`src/sdf_pkg.sv`:
```
package sdf_pkg;
   // Master clock division figures
   localparam int MOD_DIV = 512;
   localparam int SAMP_DIV = 256;
   localparam int MAX_OVERSAMPLE = 8;
   // Decimation ratio limits, one output per code modulator samples
   localparam logic [11:0] NOTCH_CODE_MIN = 12'h013;
   localparam logic [11:0] NOTCH_CODE_MAX = 12'h7d0;
   localparam logic [11:0] NOTCH_CODE_RST = 12'h7d0;
   // Output periods to wait after a change of setting
   localparam logic [2:0] SETTLE_PERIODS = 3'h4;
   // Filter word: 3 x log2(2000) bits plus sign plus overrange margin
   localparam int FILT_W = 36;
   localparam int FIFO_DEPTH = 8;
   localparam logic [2:0] GAIN_CODE_RST = 3'h0;

   typedef enum logic [1:0] {
      SDF_GAIN_X1,
      SDF_GAIN_X2,
      SDF_GAIN_X4,
      SDF_GAIN_X8
   } sdf_oversample_t;

   typedef enum {
      SDF_SETTLING,
      SDF_SETTLED
   } sdf_settle_state_t;

   typedef struct packed {
      logic settled;
      logic signed [FILT_W-1:0] word;
   } sdf_result_t;

   typedef struct packed {
      logic [11:0] notch_code;
      logic [2:0] gain_code;
      logic channel;
   } sdf_config_t;
endpackage : sdf_pkg

```
`src/sdf_filter.sv`:
```
`timescale 1ns/1ns

////////////////////////////////////////////////////////////////////////////////
module sdf_fifo #(
   parameter int WIDTH = 37,
   parameter int DEPTH = 8
) (
   input wire logic clk,
   input wire logic reset,
   input wire logic [WIDTH-1:0] in_data,
   input wire logic in_valid,
   output logic in_ready,
   output logic [WIDTH-1:0] out_data,
   output logic out_valid,
   input wire logic out_ready
);
   localparam int AW = $clog2(DEPTH);
   localparam logic [AW:0] DEPTH_C = (AW+1)'(DEPTH);

   if (DEPTH < 2 || (DEPTH & (DEPTH - 1)) != 0) begin : g_chk
      $error("sdf_fifo depth must be a power of two of at least 2");
   end

   logic [WIDTH-1:0] mem_q [DEPTH];
   logic [WIDTH-1:0] mem_d [DEPTH];
   logic [AW-1:0] wr_q, wr_d, rd_q, rd_d;
   logic [AW:0] cnt_q, cnt_d;
   logic full_q, full_d;
   logic push, pop;

   assign in_ready = !full_q;
   assign out_valid = cnt_q != '0;
   assign out_data = mem_q[rd_q];

   always_comb begin
      push = in_valid && !full_q;
      pop = out_valid && out_ready;
      mem_d = mem_q;
      wr_d = wr_q;
      rd_d = rd_q;
      if (push) begin
         mem_d[wr_q] = in_data;
         wr_d = wr_q + 1'b1;
      end
      if (pop) begin
         rd_d = rd_q + 1'b1;
      end
      cnt_d = cnt_q + {{AW{1'b0}}, push} - {{AW{1'b0}}, pop};
      full_d = cnt_d == DEPTH_C;
   end

   always_ff @(posedge clk) begin
      mem_q <= mem_d;
      if (reset) begin
         wr_q <= '0;
         rd_q <= '0;
         cnt_q <= '0;
         full_q <= 1'b0;
      end else begin
         wr_q <= wr_d;
         rd_q <= rd_d;
         cnt_q <= cnt_d;
         full_q <= full_d;
      end
   end
endmodule : sdf_fifo

////////////////////////////////////////////////////////////////////////////////
module sdf_filter #(
   parameter int WORD_W = sdf_pkg::FILT_W,
   parameter int DEPTH = sdf_pkg::FIFO_DEPTH
) (
   input wire logic CLK,
   input wire logic RESET,
   input wire logic MOD_BIT,
   input wire sdf_pkg::sdf_config_t CONFIG,
   input wire logic OUT_READY,
   output logic MOD_TICK,
   output logic SAMPLE_STROBE,
   output logic [2:0] CAP_RATIO,
   output sdf_pkg::sdf_result_t OUT_RESULT,
   output logic OUT_STROBE,
   output logic FIFO_FULL,
   output logic RESULT_LOST
);
   import sdf_pkg::*;

   if (WORD_W != FILT_W) begin : g_chk
      $error("sdf_filter word width must match the package result type");
   end

   localparam int RW = $bits(sdf_result_t);

   // Oversampling factor for each gain code, capped at 8
   function automatic sdf_oversample_t oversample(input logic [2:0] gain);
      case (gain)
         3'h0: oversample = SDF_GAIN_X1;
         3'h1: oversample = SDF_GAIN_X2;
         3'h2: oversample = SDF_GAIN_X4;
         default: oversample = SDF_GAIN_X8;
      endcase
   endfunction : oversample

   function automatic logic [11:0] clamp_code(input logic [11:0] code);
      if (code < NOTCH_CODE_MIN) begin
         clamp_code = NOTCH_CODE_MIN;
      end else if (code > NOTCH_CODE_MAX) begin
         clamp_code = NOTCH_CODE_MAX;
      end else begin
         clamp_code = code;
      end
   endfunction : clamp_code

   //////////////////////////////////////////////////////////////////////////////
   // Input synchroniser for the modulator bitstream
   logic bit_meta_q, bit_sync_q;

   always_ff @(posedge CLK) begin
      if (RESET) begin
         bit_meta_q <= 1'b0;
         bit_sync_q <= 1'b0;
      end else begin
         bit_meta_q <= MOD_BIT;
         bit_sync_q <= bit_meta_q;
      end
   end

   //////////////////////////////////////////////////////////////////////////////
   // Modulator and input sampling timebase
   localparam logic [8:0] MOD_LAST = 9'(MOD_DIV - 1);
   logic [8:0] phase_q, phase_d;
   logic mod_tick_q, mod_tick_d;
   logic samp_q, samp_d;
   logic [2:0] cap_q, cap_d;
   logic [8:0] samp_mask;

   always_comb begin
      phase_d = (phase_q == MOD_LAST) ? '0 : phase_q + 1'b1;
      mod_tick_d = phase_q == MOD_LAST;
      case (oversample(CONFIG.gain_code))
         SDF_GAIN_X1: samp_mask = 9'(SAMP_DIV - 1);
         SDF_GAIN_X2: samp_mask = 9'(SAMP_DIV / 2 - 1);
         SDF_GAIN_X4: samp_mask = 9'(SAMP_DIV / 4 - 1);
         default: samp_mask = 9'(SAMP_DIV / MAX_OVERSAMPLE - 1);
      endcase
      samp_d = (phase_q & samp_mask) == samp_mask;
      cap_d = CONFIG.gain_code;
   end

   always_ff @(posedge CLK) begin
      if (RESET) begin
         phase_q <= '0;
         mod_tick_q <= 1'b0;
         samp_q <= 1'b0;
         cap_q <= GAIN_CODE_RST;
      end else begin
         phase_q <= phase_d;
         mod_tick_q <= mod_tick_d;
         samp_q <= samp_d;
         cap_q <= cap_d;
      end
   end

   assign MOD_TICK = mod_tick_q;
   assign SAMPLE_STROBE = samp_q;
   assign CAP_RATIO = cap_q;

   //////////////////////////////////////////////////////////////////////////////
   // Sinc3 decimator: three integrators at modulator rate, three combs at
   // output rate; wrap-around arithmetic is exact as long as the word holds
   // code cubed with margin, so overrange never saturates
   logic signed [WORD_W-1:0] int1_q, int2_q, int3_q, int1_d, int2_d, int3_d;
   logic signed [WORD_W-1:0] dly1_q, dly2_q, dly3_q, dly1_d, dly2_d, dly3_d;
   logic signed [WORD_W-1:0] c1, c2, c3;
   logic [11:0] dec_cnt_q, dec_cnt_d, code_q, code_d;
   logic res_valid_q, res_valid_d;
   sdf_result_t res_q, res_d;
   logic signed [WORD_W-1:0] in_val;
   logic fifo_ready;

   // Settling tracker
   sdf_settle_state_t settle_q, settle_d;
   logic [2:0] periods_q, periods_d;
   sdf_config_t cfg_q, cfg_d;
   logic cfg_change;

   always_comb begin
      in_val = bit_sync_q ? WORD_W'(1) : -WORD_W'(1);
      int1_d = int1_q;
      int2_d = int2_q;
      int3_d = int3_q;
      dly1_d = dly1_q;
      dly2_d = dly2_q;
      dly3_d = dly3_q;
      dec_cnt_d = dec_cnt_q;
      code_d = code_q;
      res_valid_d = 1'b0;
      res_d = res_q;
      c1 = int3_q - dly1_q;
      c2 = c1 - dly2_q;
      c3 = c2 - dly3_q;
      if (mod_tick_q) begin
         int1_d = int1_q + in_val;
         int2_d = int2_q + int1_q;
         int3_d = int3_q + int2_q;
         if (dec_cnt_q >= code_q - 1'b1) begin
            // Decimate by the programmed code; notch = modulator rate / code
            dec_cnt_d = '0;
            code_d = clamp_code(CONFIG.notch_code);
            dly1_d = int3_q;
            dly2_d = c1;
            dly3_d = c2;
            res_valid_d = 1'b1;
            res_d.word = c3;
            res_d.settled = settle_q == SDF_SETTLED;
         end else begin
            dec_cnt_d = dec_cnt_q + 1'b1;
         end
      end
      // A new code restarts decimation instead of finishing a long old ratio
      if (CONFIG.notch_code != cfg_q.notch_code) begin
         dec_cnt_d = '0;
         code_d = clamp_code(CONFIG.notch_code);
      end
   end

   always_ff @(posedge CLK) begin
      if (RESET) begin
         int1_q <= '0;
         int2_q <= '0;
         int3_q <= '0;
         dly1_q <= '0;
         dly2_q <= '0;
         dly3_q <= '0;
         dec_cnt_q <= '0;
         code_q <= NOTCH_CODE_RST;
         res_valid_q <= 1'b0;
         res_q <= '0;
      end else begin
         int1_q <= int1_d;
         int2_q <= int2_d;
         int3_q <= int3_d;
         dly1_q <= dly1_d;
         dly2_q <= dly2_d;
         dly3_q <= dly3_d;
         dec_cnt_q <= dec_cnt_d;
         code_q <= code_d;
         res_valid_q <= res_valid_d;
         res_q <= res_d;
      end
   end

   //////////////////////////////////////////////////////////////////////////////
   // Settling: any change of gain, code or channel restarts the count
   always_comb begin
      cfg_d = CONFIG;
      cfg_change = CONFIG != cfg_q;
      settle_d = settle_q;
      periods_d = periods_q;
      case (settle_q)
         SDF_SETTLING: begin
            if (res_valid_q) begin
               periods_d = periods_q + 1'b1;
               if (periods_q == SETTLE_PERIODS - 1'b1) begin
                  settle_d = SDF_SETTLED;
               end
            end
         end
         SDF_SETTLED: begin
         end
         default: settle_d = SDF_SETTLING;
      endcase
      if (cfg_change) begin
         // A channel switch needs a full settling time as well
         settle_d = SDF_SETTLING;
         periods_d = '0;
      end
   end

   always_ff @(posedge CLK) begin
      if (RESET) begin
         settle_q <= SDF_SETTLING;
         periods_q <= '0;
         cfg_q <= '{notch_code: NOTCH_CODE_RST, gain_code: GAIN_CODE_RST, channel: 1'b0};
      end else begin
         settle_q <= settle_d;
         periods_q <= periods_d;
         cfg_q <= cfg_d;
      end
   end

   //////////////////////////////////////////////////////////////////////////////
   // Result buffer and output register
   logic [RW-1:0] fifo_out;
   logic fifo_valid;
   logic pop;
   sdf_result_t out_q, out_d;
   logic strobe_q, strobe_d;
   logic full_q, full_d;
   logic lost_q, lost_d;

   sdf_fifo #(
      .WIDTH(RW),
      .DEPTH(DEPTH)
   ) u_fifo (
      .clk(CLK),
      .reset(RESET),
      .in_data(res_q),
      .in_valid(res_valid_q),
      .in_ready(fifo_ready),
      .out_data(fifo_out),
      .out_valid(fifo_valid),
      .out_ready(pop)
   );

   always_comb begin
      pop = fifo_valid && OUT_READY;
      out_d = out_q;
      strobe_d = pop;
      if (pop) begin
         out_d = sdf_result_t'(fifo_out);
      end
      full_d = !fifo_ready;
      // Sticky mark of a result dropped because the buffer was full
      lost_d = lost_q || (res_valid_q && !fifo_ready);
   end

   always_ff @(posedge CLK) begin
      if (RESET) begin
         out_q <= '0;
         strobe_q <= 1'b0;
         full_q <= 1'b0;
         lost_q <= 1'b0;
      end else begin
         out_q <= out_d;
         strobe_q <= strobe_d;
         full_q <= full_d;
         lost_q <= lost_d;
      end
   end

   assign OUT_RESULT = out_q;
   assign OUT_STROBE = strobe_q;
   assign FIFO_FULL = full_q;
   assign RESULT_LOST = lost_q;
endmodule : sdf_filter

```
`config.mk`:
```
export PLATFORM = sky130hd
export DESIGN_NAME = sdf_filter
export DESIGN_NICKNAME = d
export VERILOG_FILES = /design/src/sdf_pkg.sv /design/src/sdf_filter.sv
export SDC_FILE = /design/constraint.sdc
export NUM_CORES = 1
export LEC_CHECK = 0
export CAP_MARGIN = 15
export CORE_ASPECT_RATIO = 1.1
export CORE_MARGIN = 2
export CORE_UTILIZATION = 42
export DETAILED_ROUTE_END_ITERATION = 10
export DONT_BUFFER_PORTS = 1
export SYNTH_ARGS = -nofsm -noshare
export SYNTH_HDL_FRONTEND = slang
export SYNTH_SLANG_ARGS = --single-unit
export TNS_END_PERCENT = 1
```
`constraint.sdc`:
```
create_clock -name CLK -period 12.9 [get_ports CLK]
set_input_delay 1.935 -clock CLK [delete_from_list [all_inputs] [get_ports CLK]]
set_output_delay 1.935 -clock CLK [all_outputs]
set_load 0.01 [all_outputs]
```
* Word-level counts from Yosys, hierarchy flattened
Cells that the tools add are included. Widths: inputs -> output; s select.
Word-level totals: flip-flop bits (word level) 689, bits in latches 0, RAM bits 0, ROM bits 0, input bits 20, logic and storage cells 117, memories 0
Operators by class: $add $sub $neg 14, $mul 0, divide/modulo/power cells 0, order comparisons 6, eq/ne operators 14, shift-type cells 0, multiplexer cells 19, bitwise operators 5, reduce and logical (&&, ||, !) cells 21
Operator list (count):
- $bwmux 296 | 1
- $bmux 37 s3 | 1
- $demux 37 s3 | 1
- $mux 37 | 3
- $add 36x36->36 | 3
- $sub 36x36->36 | 3
- $mux 12 | 6
- $mux 32 | 2
- $pmux 32 s2 | 1
- $mux 36 | 1
- $eq 32x1->1 const B | 1
- $eq 32x2->1 const B | 1
- $logic_not 32->1 | 1
- $pmux 8 s3 | 1
- $ne 16x16->1 | 1
- $add 12x1->12 const B | 1
- $ge 12x12->1 | 1
- $gt 12x11->1 const B | 1
- $lt 12x5->1 const B | 1
- $ne 12x12->1 | 1
- $sub 12x1->12 const B | 1
- $add 3x1->3 const B | 3
- $add 9x1->9 const B | 1
- $and 9x9->9 | 1
- other kinds (26) | 41

* Longest topological paths before layout
depth after elaboration 6, gate-level depth with buffers 33, mapped depth without buffers 33

* By module
A second synthesis with hierarchy kept.
Second synthesis, totals: cell total of the unflattened synthesis 3438, area, all modules 34929.8 sq um
Modules (own cells, without submodules):
- sdf_filter | times used 1, cells each 2935, area an instance 22979.5 sq um, seq. area each 7026.7 sq um
- sdf_fifo | times used 1, cells each 503, area an instance 11950.2 sq um, seq. area each 9108.7 sq um

* Worst setup path after synthesis
OpenSTA, ideal clock, no wires.
kind register to register, from register int3_q[1], to register res_q[35] (netlist bit), arrival time 6.005 ns, data required time 12.821 ns, path slack 6.815 ns, cell stages (with the launch flop) 31, clock period less this slack 6.085 ns, cell sequence dfxtp_1 > ha_1 > nor2b_1 > o31a_2 > o21bai_4 > nand2_1 > a31o_2 > a21o_1 > a41o_1 > nor2_1 > xnor2_1 > ha_1 > a21o_1 > a21o_1 > a21oi_1 > o21ai_0 > a221oi_1 > a21oi_2 > nor2_2 > a21oi_1 > xor2_1 > ha_1 > a21o_1 > a21oi_1 > a21bo_2 > a21o_1 > a221oi_2 > a21oi_1 > xor2_1 > xnor2_1 > a211oi_2
On the way: longest elaborated chain between the ends 3
RTL lines:
- start: declaration | RTL line sdf_filter.sv:172 | logic signed [WORD_W-1:0] int1_q, int2_q, int3_q, int1_d, int2_d, int3_d;
- start signal: assignment | RTL line sdf_filter.sv:242 | int3_q <= int3_d;
- $sub 36x36->36 | RTL line sdf_filter.sv:199 | c1 = int3_q - dly1_q;
- via c1[15] | RTL line sdf_filter.sv:174 | logic signed [WORD_W-1:0] c1, c2, c3;
- $sub 36x36->36 | RTL line sdf_filter.sv:200 | c2 = c1 - dly2_q;
- via c2[26] | RTL line sdf_filter.sv:174
- $sub 36x36->36 | RTL line sdf_filter.sv:201 | c3 = c2 - dly3_q;
- end signal: assignment | RTL line sdf_filter.sv:249 | res_q <= res_d;
- end: declaration | RTL line sdf_filter.sv:177 | sdf_result_t res_q, res_d;
The timed path passes the listed nets, and every way through them passes these cells. A chain may end at the register's enable or synchronous reset.

* Worst setup path after layout
from register int3_q[0], to register res_q[35] (netlist bit)
Same word-level chain as after synthesis.

==> results.cfg <==
[run_status]
status = finished, final reports clean

[synthesis]
yosysWarnings = 0
synth-seq-area-share_pct = 46.1
synth_xor_area_share_pct = 5.59
ys_types = 95
synth_edf_count = 296
synth-main-ff-cell = dfxtp_1
syn_area_mm2 = 0.0350
synth_compound_area_share_pct = 15.8
synth-simple-area-share_pct = 12.5
syn_inst = 3420
synth_top_cell_by_area = edfxtp_1
synth_top_family_by_area = compound AO/OA/AOI/OAI gates
synthMuxAreaShare_pct = 7.65
syn_avg_cell_area_um2 = 10.2
synthAdderAreaFrac_pct = 8.76
ys_ff_latch = 658
syn-num-nets = 3681
synth_top_area_share_pct = 25.4
synth.area.top_cells = edfxtp_1 (25%), dfxtp_1 (21%), ha_1 (8.4%), mux4_2 (4.8%), a21oi_1 (4.6%)
async_reset_ff_share_pct = 0

[drt]
first_iter_violations = 1205
drtPass1Iterations = 7
avgRoutedWirePerCell_um = 16.1
vias_per_cell = 5.30
vias = 23890
ant_nets = 0
drt-total-wl_um = 72400
post-route-drc-count = 0

[clock_tree]
postCtsSetupBuffers = 0
clkLatencyLatePin_ns = 0.61
clkTransAtPathRegs_ns = 0.06
cts.sinks = 658
cts_buffers = 74
cts_tree = done
ctsHoldBuffers = 0
htreeDepth = 3
clockRootBuffer = clkbuf_16
cts_resized = 0
clockBufferDepth = 3

[sta]
layout_min_cycle_time_ns = 6.84
hold_viol_final = 0
finalSetupTns_ns = 0
drv_slew = 0
holdWs_ns = 0.451
fin_crit_sh_pct = 53.0
tightest_slew_ns = 0.997
skew_ns = 0.0173
setup_viol = 0
fmax_mhz = 146
slew-limit-headroom_pct = 33.3
rsz0062_at_grt = no

[critical_path]
setup.worst_path.class = flip-flop to flip-flop
critical_path.endpoint_type = flip-flop
cpPeakStageDelay_ns = 0.40
cp_top_family = compound AO/OA/AOI/OAI gates
critPathBufInv = 2
critPathMostFrequentCell = a21oi_1
crit_slowest_cell = a21boi_0
crit_required_ns = 13.36
rr_startpoint = int3_q[0]$_SDFFE_PP0P_
setup.worst_path.start = int3_q[0]$_SDFFE_PP0P_
cp.arrival_ns = 7.29
cp_max_fo = 6
cp-start-kind = flip-flop

[grt]
grt_pass1_vias = 23052
grt_max_degree = 336
overflow = 0
antenna_found_initial = 0
grt_first_pass_wirelength_um = 118000
track_usage_pct = 16.7

[cells_and_area]
diodes = 0
final_core_util_pct = 46.6
mostFrequentLayoutCell = nand2_1
fillers = 7648
syn2layout_area_growth_pct = 10.3
drive_above_1_share_pct = 8.62
nets = 3636
layout_common_cells = nand2_1 (389), dfxtp_1 (358), a21oi_1 (320)
design_area_mm2 = 0.0386

[die]
io-pin-count = 65
die_h_um = 307
die_area_mm2 = 0.0857
coreArea_mm2 = 0.0829
chipWidth_um = 279
rows = 111
start_util_pct = 42.2

[run]
maxCapViolations = 0

[placed_design]
place_area_mm2 = 0.0360
gp_congestion = 0.819
hpwl_um = 46500
numPortBuffers = 0

[min_path]
min_from = dly2_q[4]$_SDFFE_PP0P_
hp-class = flip-flop to flip-flop

[power]
ir_drop_mv = 0.0884
power.total_w = 0.00503
p_leak_nw = 14.7
pwr_density_cell_mw_per_mm2 = 130
worst reg2reg max path, delay by kind of cell, from the launching register on:
kind            cells  cell delay, ns
xor+xnor            4            0.70
buf+inv             2            0.12
compound gates     22            4.25
flops               1            0.33
fa+ha+maj           4            1.26
layout make-up:
type / count / area [um^2] / share of cell area [%]
Clock inverter: 44 / 642 / 1.66
Tap cell: 1073 / 1340 / 3.48
Timing Repair Buffer: 20 / 150 / 0.389
Multi-Input combinational cell: 2448 / 17700 / 45.8
Clock buffer: 90 / 2000 / 5.18
Inverter: 173 / 649 / 1.68
Sequential cell: 658 / 16200 / 41.8
final timing paths:
| kind | end | slack [ns] | cells past startpoint |
|---|---|---|---|
| max reg2reg | res_q[35]$_SDFFE_PP0P_ | 6.06 | 32 |
| min reg2reg | dly2_q[4]$_SDFFE_PP0P_ | 0.45 | 2 |
| min | dly2_q[4]$_SDFFE_PP0P_ | 0.45 | 2 |
| max | res_q[35]$_SDFFE_PP0P_ | 6.06 | 32 |
per-layer routing:
layer  track usage (%)  wire, um  share of wire [%]  up-vias
li1                  -         -                  -    12323
met1              21.3     33500                 46    11170
met2              29.5     35100                 48      291
met3              2.02      2100                2.9      106
met4              5.21      1700                2.4        0
met5                 0         0                  0        -
sequential cells by signal (all words and copies together), names as in the netlist, 9 cells and up:
signal / flops
dly2_q: 36
cfg_q: 16
dly3_q: 36
int2_q: 36
dly1_q: 36
res_q: 37
OUT_RESULT: 37
dec_cnt_q: 12
phase_q: 9
u_fifo.mem_q: 296
int1_q: 36
code_q: 12
int3_q: 36
per-stage QoR:
stage          setup slack, ns  cells
6_report                  6.06   4506
5_1_grt                   5.50   4506
4_1_cts                   6.06   4506
3_5_place_dp              6.12   4372
3_3_place_gp              6.17   4372
2_1_floorplan             6.82   3420
Yosys cell counts (6+ instances only):
master,count
and3_1,31
mux4_2,74
o21bai_1,33
nor2_1,259
clkbuf_1,90
nor2b_1,42
or2_2,16
and4_1,9
nand2_1,389
nand3b_1,13
xnor2_1,115
dfxtp_1,362
or3_1,13
nor4_1,15
inv_1,172
xor2_1,104
a31oi_1,21
a21boi_0,7
o21a_1,18
a31o_2,6
fa_1,7
mux2i_1,100
nand3_1,54
and2_1,7
o21ai_1,11
o2111ai_1,6
a21oi_1,320
or4_1,8
o21ai_0,101
ha_1,234
nand4_1,21
a21o_1,129
o211ai_1,9
o22ai_1,14
o31ai_1,9
nor3_1,47
buf_6,7
buf_1,21
buf_2,18
a211oi_1,74
nand2b_1,29
edfxtp_1,296
report_power, final:
group | internal, W | leakage [nW] | switching, W
clock | 0.00140 | 1.28 | 0.000872
sequential | 0.00222 | 5.66 | 0.0000854
combinational | 0.000245 | 7.74 | 0.000215
total | 0.00386 | 14.7 | 0.00117
cells by family after synthesis:
family	count (synthesis)
buffers and inverters	314
multiplexers	175
adder cells (fa/ha/maj)	241
AO/OA/AOI/OAI	844
AND/OR/NAND/NOR	967
XOR/XNOR	221
flip-flops	658
Note: power is estimated with default switching activity, not from simulation.
